--- src/include/eba_pkg.sv ---
package eba_pkg;

  // ----------------------------------------------------------------
  // Sizes
  // ----------------------------------------------------------------
  localparam int unsigned NUM_CHAN    = 4;
  localparam int unsigned CHAN_W      = 2;
  localparam int unsigned INDEX_W     = 3;
  localparam int unsigned SYNC_STAGES = 2;
  // Four request pins plus the two shared priority lines
  localparam int unsigned SYNC_W      = 6;
  localparam int unsigned SYNC_CPA    = 4;
  localparam int unsigned SYNC_DPA    = 5;

  // ----------------------------------------------------------------
  // Timing
  // ----------------------------------------------------------------
  localparam int unsigned CLK_PERIOD_NS  = 50;
  // Time given to the self-refresh command before the grant
  localparam int unsigned SREF_LEAD_NS   = 100;
  localparam int unsigned SREF_CYC_RAW   =
    (SREF_LEAD_NS + CLK_PERIOD_NS - 1) / CLK_PERIOD_NS;
  localparam int unsigned SREF_CYCLES    =
    (SREF_CYC_RAW < 1) ? 1 : SREF_CYC_RAW;
  localparam int unsigned SREF_CNT_W     = 4;
  // Cycles that own drive of a shared line masks its sampled value
  localparam int unsigned OWN_MASK_CYC   = SYNC_STAGES + 1;

  // ----------------------------------------------------------------
  // Reset values
  // ----------------------------------------------------------------
  localparam logic [SYNC_W-1:0]   SYNC_RST     = 6'h3F;
  localparam logic [NUM_CHAN-1:0] PEND_RST     = 4'h0;
  localparam logic [INDEX_W-1:0]  PULLUP_INDEX = 3'h0;

  // ----------------------------------------------------------------
  // Arbiter states
  // ----------------------------------------------------------------
  typedef enum logic [2:0] {
    ST_IDLE,
    ST_CORE,
    ST_DMA,
    ST_SREF,
    ST_HOST
  } eba_state_t;

endpackage

--- src/include/eba_sync_if.sv ---
`timescale 1ns/1ps
`default_nettype none
interface eba_sync_if #(
  parameter int unsigned W = 6
);
  logic [W-1:0] raw;
  logic [W-1:0] sync;

  modport src (output raw, input  sync);
  modport snk (input  raw, output sync);
endinterface
`default_nettype wire

--- src/hdl/eba_sync.sv ---
`timescale 1ns/1ps
`default_nettype none
module eba_sync
  import eba_pkg::*;
#(
  parameter int unsigned W = SYNC_W
) (
  input  wire logic  i_clk,
  input  wire logic  i_rst_n,
  eba_sync_if.snk    bus
);

  // ----------------------------------------------------------------
  // Two-stage synchroniser, one chain per bit
  // ----------------------------------------------------------------
  logic [W-1:0] meta_q;
  logic [W-1:0] meta_d;
  logic [W-1:0] sync_q;
  logic [W-1:0] sync_d;

  genvar g;
  generate
    for (g = 0; g < W; g++) begin : g_bit
      always_comb begin
        meta_d[g] = bus.raw[g];
        sync_d[g] = meta_q[g];
      end
    end
  endgenerate

  always_ff @(posedge i_clk) begin
    if (!i_rst_n) begin
      meta_q <= W'(SYNC_RST);
      sync_q <= W'(SYNC_RST);
    end else begin
      meta_q <= meta_d;
      sync_q <= sync_d;
    end
  end

  assign bus.sync = sync_q;

endmodule
`default_nettype wire

--- src/hdl/eba_top.sv ---
`timescale 1ns/1ps
`default_nettype none
module eba_top
  import eba_pkg::*;
#(
  parameter int unsigned N_CHAN = NUM_CHAN
) (
  input  wire logic                I_REF_CLK,
  input  wire logic                I_RST_N,
  input  wire logic [INDEX_W-1:0]  I_PROCESSOR_INDEX,
  input  wire logic                I_BUS_MASTER,
  input  wire logic                I_HOST_REQUEST_IN_N,
  input  wire logic                I_HOST_GRANT_IN_N,
  output var  logic                O_HOST_GRANT_OUT_N,
  output var  logic                O_HOST_GRANT_OE,
  output var  logic                O_HOST_OWNS_BUS,
  input  wire logic                I_CORE_PRIORITY_LINE_N,
  output var  logic                O_CORE_PRIORITY_LINE_N,
  output var  logic                O_CORE_PRIORITY_OE,
  input  wire logic                I_DMA_PRIORITY_LINE_N,
  output var  logic                O_DMA_PRIORITY_LINE_N,
  output var  logic                O_DMA_PRIORITY_OE,
  output var  logic                O_PULLUP_EN,
  input  wire logic [N_CHAN-1:0]   I_EXT_DMA_REQUEST_N,
  input  wire logic [N_CHAN-1:0]   I_CHAN_INIT,
  input  wire logic [N_CHAN-1:0]   I_CHAN_FLYBY,
  input  wire logic [N_CHAN-1:0]   I_CHAN_HIPRI,
  input  wire logic                I_CORE_REQ,
  input  wire logic                I_XFER_DONE,
  output logic                     O_CORE_GNT,
  output logic [N_CHAN-1:0]        O_DMA_GNT,
  output var  logic                O_BUS_OE,
  output var  logic                O_SDRAM_SELF_REFRESH,
  output var  logic                O_FLYBY_N,
  output var  logic                O_IO_OUTPUT_ENABLE_N,
  output logic                     O_YIELD_BUS
);

  // ----------------------------------------------------------------
  // Functions
  // ----------------------------------------------------------------
  function automatic logic [CHAN_W-1:0] lowest_set(
    input logic [N_CHAN-1:0] v
  );
    logic [CHAN_W-1:0] idx;
    idx = '0;
    for (int i = N_CHAN - 1; i >= 0; i--) begin
      if (v[i]) begin
        idx = CHAN_W'(i);
      end
    end
    return idx;
  endfunction

  // ----------------------------------------------------------------
  // Synchronisers
  // ----------------------------------------------------------------
  eba_sync_if #(.W(SYNC_W)) sync_bus ();

  always_comb begin
    sync_bus.raw = {I_DMA_PRIORITY_LINE_N,
                    I_CORE_PRIORITY_LINE_N,
                    SYNC_CPA'(I_EXT_DMA_REQUEST_N)};
  end

  eba_sync #(
    .W(SYNC_W)
  ) u_sync (
    .i_clk   (I_REF_CLK),
    .i_rst_n (I_RST_N),
    .bus     (sync_bus)
  );

  logic [N_CHAN-1:0] req_lvl;
  logic              cpa_low;
  logic              dpa_low;

  always_comb begin
    req_lvl = ~sync_bus.sync[N_CHAN-1:0];
    cpa_low = ~sync_bus.sync[SYNC_CPA];
    dpa_low = ~sync_bus.sync[SYNC_DPA];
  end

  // ----------------------------------------------------------------
  // State
  // ----------------------------------------------------------------
  eba_state_t               state_q;
  eba_state_t               state_d;
  logic [CHAN_W-1:0]        chan_q;
  logic [CHAN_W-1:0]        chan_d;
  logic [SREF_CNT_W-1:0]    cnt_q;
  logic [SREF_CNT_W-1:0]    cnt_d;
  logic [N_CHAN-1:0]        pend_q;
  logic [N_CHAN-1:0]        pend_d;
  logic [N_CHAN-1:0]        req_prev_q;
  logic [N_CHAN-1:0]        req_prev_d;
  logic [OWN_MASK_CYC-1:0]  cpa_own_q;
  logic [OWN_MASK_CYC-1:0]  cpa_own_d;
  logic [OWN_MASK_CYC-1:0]  dpa_own_q;
  logic [OWN_MASK_CYC-1:0]  dpa_own_d;

  logic              host_req;
  logic              remote_cpa;
  logic              remote_dpa;
  logic [N_CHAN-1:0] req_rise;
  logic [N_CHAN-1:0] dma_ok;
  logic              cpa_drive;
  logic              dpa_drive;

  // ----------------------------------------------------------------
  // Shared priority lines
  // ----------------------------------------------------------------
  always_comb begin
    host_req = ~I_HOST_REQUEST_IN_N;
    req_rise = req_lvl & ~req_prev_q;
    // Own pull-down is echoed back; mask it while it propagates
    remote_cpa = cpa_low & ~(|cpa_own_q);
    remote_dpa = dpa_low & ~(|dpa_own_q);
    cpa_drive = I_CORE_REQ | (state_q == ST_CORE);
    // pull while a high-priority DMA request is pending
    dpa_drive = |(pend_q & I_CHAN_INIT & I_CHAN_HIPRI);
    cpa_own_d = {cpa_own_q[OWN_MASK_CYC-2:0], cpa_drive};
    dpa_own_d = {dpa_own_q[OWN_MASK_CYC-2:0], dpa_drive};
    req_prev_d = req_lvl;
  end

  // ----------------------------------------------------------------
  // DMA eligibility
  // ----------------------------------------------------------------
  always_comb begin
    dma_ok = pend_q & I_CHAN_INIT;
    // remote core access holds off all DMA
    if (remote_cpa) begin
      dma_ok = '0;
    end
    // remote high-priority DMA holds off normal DMA
    if (remote_dpa) begin
      dma_ok = dma_ok & I_CHAN_HIPRI;
    end
  end

  // ----------------------------------------------------------------
  // Arbiter
  // ----------------------------------------------------------------
  always_comb begin
    state_d = state_q;
    chan_d  = chan_q;
    cnt_d   = cnt_q;
    pend_d  = pend_q;
    if (state_q == ST_DMA && I_XFER_DONE) begin
      pend_d[chan_q] = 1'b0;
    end
    // others kept; a new request beats the clear
    pend_d = pend_d | (req_rise & I_CHAN_INIT);
    case (state_q)
      ST_IDLE: begin
        if (I_BUS_MASTER) begin
          if (host_req) begin
            state_d = ST_SREF;
            cnt_d   = SREF_CNT_W'(SREF_CYCLES - 1);
          end else if (I_CORE_REQ) begin
            state_d = ST_CORE;
          end else if (|dma_ok) begin
            state_d = ST_DMA;
            chan_d  = lowest_set(dma_ok);
          end
        end
      end
      ST_CORE, ST_DMA: begin
        // switch only at a transaction boundary
        if (I_XFER_DONE) begin
          state_d = ST_IDLE;
        end
      end
      ST_SREF: begin
        if (cnt_q == '0) begin
          state_d = ST_HOST;
        end else begin
          cnt_d = cnt_q - SREF_CNT_W'(1);
        end
      end
      ST_HOST: begin
        if (!host_req) begin
          state_d = ST_IDLE;
        end
      end
      default: begin
        state_d = ST_IDLE;
      end
    endcase
  end

  always_ff @(posedge I_REF_CLK) begin
    if (!I_RST_N) begin
      state_q    <= ST_IDLE;
      chan_q     <= '0;
      cnt_q      <= '0;
      pend_q     <= N_CHAN'(PEND_RST);
      req_prev_q <= '0;
      cpa_own_q  <= '0;
      dpa_own_q  <= '0;
    end else begin
      state_q    <= state_d;
      chan_q     <= chan_d;
      cnt_q      <= cnt_d;
      pend_q     <= pend_d;
      req_prev_q <= req_prev_d;
      cpa_own_q  <= cpa_own_d;
      dpa_own_q  <= dpa_own_d;
    end
  end

  // ----------------------------------------------------------------
  // Pin outputs
  // ----------------------------------------------------------------
  logic hg_n_q;
  logic hg_n_d;
  logic hg_oe_q;
  logic hg_oe_d;
  logic host_owns_q;
  logic host_owns_d;
  logic cpa_oe_q;
  logic dpa_oe_q;
  logic pu_q;
  logic pu_d;
  logic bus_oe_q;
  logic bus_oe_d;
  logic sref_q;
  logic sref_d;
  logic flyby_n_q;
  logic flyby_n_d;
  logic io_output_enable_n_q;
  logic io_output_enable_n_d;
  logic flyby_next;

  always_comb begin
    hg_n_d = ~(state_d == ST_HOST);
    // the master drives the grant, and so does a part whose next state is ST_HOST
    hg_oe_d = I_BUS_MASTER | (state_d == ST_HOST);
    host_owns_d = ~I_HOST_GRANT_IN_N;
    pu_d = (I_PROCESSOR_INDEX == PULLUP_INDEX);
    // float bus outputs while host holds bus
    bus_oe_d = I_BUS_MASTER & (state_d != ST_HOST);
    sref_d = (state_d == ST_SREF) | (state_d == ST_HOST);
    flyby_next = (state_d == ST_DMA) & I_CHAN_FLYBY[chan_d];
    // device turns the next word in one cycle
    flyby_n_d = ~flyby_next;
    io_output_enable_n_d = ~flyby_next;
  end

  always_ff @(posedge I_REF_CLK) begin
    if (!I_RST_N) begin
      hg_n_q      <= 1'b1;
      hg_oe_q     <= 1'b0;
      host_owns_q <= 1'b0;
      cpa_oe_q    <= 1'b0;
      dpa_oe_q    <= 1'b0;
      pu_q        <= 1'b0;
      bus_oe_q    <= 1'b0;
      sref_q      <= 1'b0;
      flyby_n_q   <= 1'b1;
      io_output_enable_n_q    <= 1'b1;
    end else begin
      hg_n_q      <= hg_n_d;
      hg_oe_q     <= hg_oe_d;
      host_owns_q <= host_owns_d;
      cpa_oe_q    <= cpa_drive;
      dpa_oe_q    <= dpa_drive;
      pu_q        <= pu_d;
      bus_oe_q    <= bus_oe_d;
      sref_q      <= sref_d;
      flyby_n_q   <= flyby_n_d;
      io_output_enable_n_q    <= io_output_enable_n_d;
    end
  end

  always_comb begin
    O_HOST_GRANT_OUT_N   = hg_n_q;
    O_HOST_GRANT_OE      = hg_oe_q;
    O_HOST_OWNS_BUS      = host_owns_q;
    O_CORE_PRIORITY_LINE_N = 1'b0;
    O_CORE_PRIORITY_OE     = cpa_oe_q;
    O_DMA_PRIORITY_LINE_N  = 1'b0;
    O_DMA_PRIORITY_OE      = dpa_oe_q;
    O_PULLUP_EN          = pu_q;
    O_BUS_OE             = bus_oe_q;
    O_SDRAM_SELF_REFRESH = sref_q;
    O_FLYBY_N            = flyby_n_q;
    O_IO_OUTPUT_ENABLE_N = io_output_enable_n_q;
    O_CORE_GNT           = (state_q == ST_CORE);
    O_DMA_GNT            = '0;
    if (state_q == ST_DMA) begin
      O_DMA_GNT[chan_q] = 1'b1;
    end
    // master idle and a slave core waits
    O_YIELD_BUS = I_BUS_MASTER & (state_q == ST_IDLE) & remote_cpa
                  & ~I_CORE_REQ & ~host_req;
  end

endmodule
`default_nettype wire

--- config.mk ---
export PLATFORM = sky130hd
export DESIGN_NAME = eba_top
export DESIGN_NICKNAME = d
export VERILOG_FILES = /design/src/include/eba_pkg.sv /design/src/include/eba_sync_if.sv /design/src/hdl/eba_sync.sv /design/src/hdl/eba_top.sv
export SDC_FILE = /design/constraint.sdc
export NUM_CORES = 1
export LEC_CHECK = 0
export BUFFER_PORTS_ARGS = -buffer_cell sky130_fd_sc_hd__buf_2
export CAP_MARGIN = 40
export CORE_MARGIN = 2
export CORE_UTILIZATION = 50
export DETAILED_ROUTE_END_ITERATION = 10
export PLACE_DENSITY = 0.72
export SETUP_SLACK_MARGIN = 0.02
export SLEW_MARGIN = 10
export SYNTH_ARGS = -nofsm -noshare
export SYNTH_HDL_FRONTEND = slang
export SYNTH_HIERARCHICAL = 1
export SYNTH_SLANG_ARGS = --single-unit
--- constraint.sdc ---
create_clock -name I_REF_CLK -period 2.6 [get_ports I_REF_CLK]
set_input_delay 0.26 -clock I_REF_CLK [delete_from_list [all_inputs] [get_ports I_REF_CLK]]
set_output_delay 0.26 -clock I_REF_CLK [all_outputs]
set_load 0.02 [all_outputs]
==> impl_metrics.py, run 1 <==
metrics = {
    "clocking": {
        "cts_resized": 0,
        "h-tree-depth": 2,
        "post_cts_buffers": 0,
        "cts-root-buf": "clkbuf_4",
        "worst_skew_pair.late_latency_ns": 0.38,
        "cts_tree": "yes",
        "clockBufferDepth": 2,
        "clkTransAtPathRegs_ns": 0.14,
        "clock-sinks": 42,
        "holdBufCountCts": 0,
        "cts_buffers": 5,
    },
    "power_and_ir_drop": {
        "pwr-share-clk_pct": 34.3,
        "irDropWorstVdd_uv": 436,
        "power_switching_mw": 0.328,
        "combPwrFrac_pct": 11.3,
        "p_seq_share_pct": 54.4,
        "internal_power_mw": 0.933,
        "power_density_nw_per_um2": 617,
        "switching_share_pct": 26.0,
        "leakage_nw": 0.871,
    },
    "floorplan": {
        "row_count": 21,
        "coreArea_um2": 3310,
        "die-area_um2": 3920,
        "initial_core_util_pct": 51.9,
        "die_x_um": 62.6,
        "io_pins": 46,
        "fp.dieH_um": 62.6,
    },
    "layout": {
        "finalNetCount": 255,
        "fillCellCount": 314,
        "multi_input_area_um2": 797,
        "drive_gt1_share_pct": 29.2,
        "area_growth_pct": 19.2,
        "diodes": 0,
        "regArea_um2": 841,
    },
    "route": {
        "wl_per_cell_um": 12.9,
        "totalWireLength_um": 3520,
        "vias_per_cell": 5.22,
        "first_pass_iters": 4,
        "ant_nets": 0,
        "dr_total_vias": 1421,
        "drc_errors": 0,
        "drt_iter0_drc": 91,
    },
    "sta": {
        "period_needed_ns": 2.24,
        "min_period_over_period_pct": 86.2,
        "setup-violations-final": 0,
        "slew_headroom_pct": 60.9,
        "rsz0062_at_grt": "no",
        "holdWs_ns": 0.00823,
        "finClkSkew_ns": 0.0179,
        "max_freq_mhz": 446,
        "slew_viol_final": 0,
        "setup_tns_ns": 0,
        "hold_violations": 0,
        "worst_pin_slew_ns": 0.581,
    },
    "synth": {
        "ys_seq_area_share_pct": 49.0,
        "synthCells": 179,
        "async_flop_share_pct": 0,
        "synth_edf_count": 0,
        "ys_ff_latch": 42,
        "synth_top_area_share_pct": 49.0,
        "synth-main-ff-cell": "dfxtp_1",
        "synth_area_um2": 1720,
        "yosys.area.top_type": "dfxtp_1",
        "avgSynthCellArea_um2": 9.59,
        "synth_area_leaders": "dfxtp_1 (49%), nor2b_1 (4.7%), and2_1 (3.3%)",
        "yosysUniqueCellTypes": 42,
        "yosysWarnings": 6,
    },
    "global_route": {
        "grt_pass1_vias": 1364,
        "grt_pass1_wl_um": 5850,
        "grt_max_degree": 26,
        "gr-total-overflow": 0,
        "antenna_found_initial": 0,
        "track_usage_pct": 19.0,
    },
    "critical_path": {
        "critPathKind": "flop to primary output",
        "crit_required_ns": 2.34,
        "startpoint_type": "flop",
        "cp_max_fo": 13,
        "cp_data_arrival_time_ns": 1.98,
        "setup.worst_path.end_class": "primary output",
    },
    "worst_hold_path": {
        "hp-class": "input port to flop",
    },
    "place": {
        "dp_hpwl_um": 2610,
        "gp_congestion": 0.823,
        "numPortBuffers": 43,
    },
    "outcome": {
        "status": "finished, final reports clean",
    },
    "flow_run": {
        "max_cap_violations": 0,
    },
}
==> power by group through the flow <==
stage               clock network [mW]  logic (mW)  registers, mW
floorplan                            0      0.0883          0.703
global placement                     0       0.138          0.698
detailed placement                   0       0.141          0.700
CTS                              0.442       0.142          0.686
global route                     0.468       0.155          0.690
finish                           0.433       0.142          0.686
==> cells in the mapped netlist, drive strengths merged, types with 2 or more instances <==
master,number
and2,9
buf,4
inv,10
dfxtp,42
a31oi,3
nor2b,14
clkbuf,3
nor3,5
nand2b,14
ha,2
nor4b,3
a22oi,2
nand3,7
o21ai,5
nand4,3
o211ai,3
nor2,8
nand2,11
a21oi,5
nor4,6
a32o,4
==> cell type report <==
cell class,instances,share of cell area [%]
clock buffer,5,1.83
tap,46,2.81
clock inverter,3,2.20
timing repair buffer,45,11.3
sequential,42,41.1
multi-input combinational,121,39.0
inverter,10,1.83
==> state kept, by name, indices dropped and copies added (netlist names), 2 cells and up <==
register,flops
cnt_q,4
cpa_own_q,3
pend_q,4
state_q,3
u_sync/bus.sync,6
chan_q,2
u_sync/meta_q,6
dpa_own_q,3
req_prev_q,4
==> layout by cell type (no fill, tap or decap), drive strengths merged, types with 2 or more instances in the layout <==
| cell | synthesis | layout |
|---|---|---|
| ha | 2 | 2 |
| and2 | 9 | 9 |
| a31oi | 3 | 3 |
| conb | 1 | 2 |
| clkinvlp | 0 | 2 |
| nor2 | 8 | 8 |
| dfxtp | 42 | 42 |
| nor2b | 14 | 14 |
| nor3 | 5 | 5 |
| nand2b | 14 | 14 |
| nand3 | 7 | 7 |
| a32o | 4 | 4 |
| o21ai | 5 | 5 |
| nor4b | 3 | 3 |
| buf | 4 | 45 |
| nand4 | 3 | 3 |
| nor4 | 6 | 6 |
| a21oi | 5 | 5 |
| clkbuf | 3 | 5 |
| o211ai | 3 | 3 |
| a22oi | 2 | 2 |
| nand2 | 11 | 11 |
| inv | 10 | 10 |
==> path summary, 6_finish.rpt <==
path | startpoint | to | slack [ns] | cells after the start
hold reg to reg | u_sync/bus.sync[2]$_SDFF_PN1_ | req_prev_q[2]$_SDFF_PN0_ | 0.41 | 1
setup / recovery | state_q[0]$_SDFF_PN0_ | O_YIELD_BUS | 0.36 | 3
hold / removal | I_HOST_GRANT_IN_N | O_HOST_OWNS_BUS$_SDFF_PN0_ | 0.008 | 2
setup reg to reg | state_q[0]$_SDFF_PN0_ | O_IO_OUTPUT_ENABLE_N$_SDFF_PN1_ | 0.42 | 6
==> layer usage <==
layer | vias up | GRT usage [%] | wire [µm]
met5 | - | 0 | 0
met1 | 661 | 21.8 | 1540
li1 | 709 | - | -
met4 | 0 | 9.17 | 57
met2 | 43 | 31.3 | 1720
met3 | 8 | 6.85 | 204
==> per-stage QoR <==
step | cell area, µm² | utilization, % | worst slack (ns) | cells | total power [mW]
global route | 2050 | 61.8 | 0.273 | 272 | 1.31
global placement | 1960 | 59.3 | 0.532 | 264 | 0.836
finish | 2050 | 61.8 | 0.359 | 272 | 1.26
CTS | 2050 | 61.8 | 0.363 | 272 | 1.27
detailed placement | 1960 | 59.3 | 0.454 | 264 | 0.841
floorplan | 1720 | - | 0.629 | 180 | 0.791
==> cells by family after synthesis <==
| group | share of synthesized area, % |
|---|---|
| AO/OA/AOI/OAI | 11.4 |
| adder cells (fa/ha/maj) | 1.46 |
| other | 0.218 |
| buffers and inverters | 4.81 |
| multiplexers | 0.874 |
| AND/OR/NAND/NOR | 31.3 |
| flip-flops | 49.0 |
| XOR/XNOR | 1.02 |
==> worst max-delay path, stage by stage, from the launching register on <==
cell	delay, ns
dfxtp_1	0.46
or4b_4	0.61
nor4b_1	0.32
buf_2	0.22
Power figures use the tool's default switching activity.
==> inputs of run 2 (changes only) <==
- ABC_AREA: default -> 1
- GPL_TIMING_DRIVEN: default -> 1
==> run 2 against run 1 <==
  * Die area increased by 0.67%
  * Worst hold slack better by 0.033 ns
  * Critical path type unchanged
  * First-iteration DRC count is 26% lower
  * Total power decreased by 0.52%
  * Setup slack improved by 0.35 ns
  * Fmax rose by 19%
  * Critical path depth rose by 5
  * Critical endpoint unchanged
  * Cell area is the same
==> impl_metrics.py, run 2 <==
metrics = {
    "floorplan": {
        "io_pins": 46,
        "die_x_um": 62.8,
        "row_count": 21,
        "die-area_um2": 3940,
        "fp.dieH_um": 62.8,
        "initial_core_util_pct": 51.8,
        "coreArea_um2": 3340,
    },
    "clocking": {
        "worst_skew_pair.late_latency_ns": 0.36,
        "post_cts_buffers": 0,
        "cts_tree": "yes",
        "clkTransAtPathRegs_ns": 0.12,
        "cts-root-buf": "clkbuf_4",
        "holdBufCountCts": 0,
        "clock-sinks": 42,
        "cts_buffers": 5,
        "h-tree-depth": 2,
        "clockBufferDepth": 2,
        "cts_resized": 0,
    },
    "power_and_ir_drop": {
        "power_density_nw_per_um2": 613,
        "irDropWorstVdd_uv": 445,
        "leakage_nw": 1.04,
    },
    "route": {
        "ant_nets": 0,
        "wl_per_cell_um": 9.79,
        "first_pass_iters": 4,
        "vias_per_cell": 4.42,
        "totalWireLength_um": 3200,
        "dr_total_vias": 1446,
        "drc_errors": 0,
        "drt_iter0_drc": 67,
    },
    "global_route": {
        "antenna_found_initial": 0,
        "gr-total-overflow": 0,
        "track_usage_pct": 17.9,
        "grt_max_degree": 22,
        "grt_pass1_vias": 1289,
        "grt_pass1_wl_um": 5460,
    },
    "synth": {
        "ys_seq_area_share_pct": 48.6,
        "synth_edf_count": 0,
        "synth_area_um2": 1730,
        "ys_ff_latch": 42,
        "yosysUniqueCellTypes": 27,
        "yosysMostFrequentCell": "nand2_1",
        "synthTopCellsByCount": "nand2_1 (55), dfxtp_1 (42), inv_1 (38)",
        "async_flop_share_pct": 0,
        "yosysWarnings": 6,
        "synth-main-ff-cell": "dfxtp_1",
        "avgSynthCellArea_um2": 7.36,
        "synth_area_leaders": "dfxtp_1 (49%), nand2_1 (12%), inv_1 (8.2%)",
        "synthCells": 235,
        "yosys.area.top_type": "dfxtp_1",
        "synth_top_area_share_pct": 48.6,
    },
    "critical_path": {
        "cp_max_fo": 5,
        "setup.worst_path.end_class": "primary output",
        "critPathKind": "flop to primary output",
        "crit_required_ns": 2.34,
        "cp_data_arrival_time_ns": 1.63,
        "r2r_slack_ns": 1.07,
        "startpoint_type": "flop",
    },
    "place": {
        "dp_hpwl_um": 2490,
        "gp_congestion": 0.774,
        "numPortBuffers": 43,
        "placed_cells": 319,
    },
    "sta": {
        "period_needed_ns": 1.89,
        "finClkSkew_ns": 0.00966,
        "min_period_over_period_pct": 72.6,
        "slew_viol_final": 0,
        "setup_tns_ns": 0,
        "setup-violations-final": 0,
        "holdWs_ns": 0.0410,
        "slew_headroom_pct": 65.0,
        "rsz0062_at_grt": "no",
        "max_freq_mhz": 530,
        "worst_pin_slew_ns": 0.521,
        "hold_violations": 0,
    },
    "flow_run": {
        "max_cap_violations": 0,
    },
    "layout": {
        "drive_gt1_share_pct": 25.3,
        "final_cell_mix": "nand2_1 (55), buf_2 (43), dfxtp_1 (42)",
        "area_growth_pct": 18.3,
        "instances_no_fill": 327,
        "final_common_cell": "nand2_1",
        "finalNetCount": 310,
        "diodes": 0,
    },
    "outcome": {
        "status": "finished, final reports clean",
    },
    "worst_hold_path": {
        "hp-class": "input port to flop",
    },
}
run 2: through the flow:
stage | total power [mW] | setup slack (ns) | util (%) | cell area, µm²
after floorplan | 0.805 | 1.12 | - | 1730
after global placement | 0.852 | 1.05 | 58.8 | 1960
after detailed placement | 0.855 | 1.04 | 58.8 | 1960
after CTS | 1.27 | 0.688 | 61.3 | 2050
after global routing | 1.33 | 0.565 | 61.3 | 2050
final | 1.25 | 0.711 | 61.3 | 2050
run 2: area by class of cell:
class,instances,area [µm²]
well taps,46,57.6
repair buffers,43,215
clock buffers,5,37.5
inverters,42,158
multi-input cells,146,692
fillers,341,1290
clock inverters,3,45.0
flip-flops and latches,42,841
run 2: metal layers:
| metal | share of wire, % | GRT usage [%] | vias up |
|---|---|---|---|
| met1 | 48 | 21.9 | 608 |
| met5 | 0 | 0 | - |
| li1 | - | - | 803 |
| met3 | 5.2 | 5.23 | 6 |
| met2 | 45 | 28.5 | 29 |
| met4 | 2.1 | 9.17 | 0 |
run 2: cells by family (layout without fill, tap and decap cells):
family / count (synthesis) / after routing / synth area share [%]
adder cells (fa/ha/maj): 2 / 2 / 1.45
AO/OA/AOI/OAI: 18 / 18 / 5.79
buffers and inverters: 48 / 93 / 11.6
other: 1 / 2 / 0.217
AND/OR/NAND/NOR: 124 / 124 / 32.3
flip-flops: 42 / 42 / 48.6
run 2: worst max-delay path, cell delays in order (launching register included):
cell     delay (ns)
dfxtp_1        0.35
inv_2          0.09
nand2_1        0.07
inv_2          0.07
nand3_2        0.08
nor3_2         0.22
inv_1          0.13
nor2_1         0.09
buf_2          0.17
run 2: path summary, 6_finish.rpt:
kind / from / cells past startpoint / to
min: I_PROCESSOR_INDEX[1] / 2 / O_PULLUP_EN$_SDFF_PN0_
min reg2reg: u_sync/meta_q[0]$_SDFF_PN1_ / 2 / u_sync/bus.sync[0]$_SDFF_PN1_
max reg2reg: cnt_q[0]$_SDFFE_PN0P_ / 10 / O_IO_OUTPUT_ENABLE_N$_SDFF_PN1_
max: state_q[1]$_SDFF_PN0_ / 8 / O_YIELD_BUS
run 2: report_power, final:
| part | total (mW) | switching (mW) | internal, mW |
|---|---|---|---|
| logic | 0.153 | 0.0972 | 0.0558 |
| registers | 0.686 | 0.0139 | 0.672 |
| clock network | 0.415 | 0.214 | 0.202 |
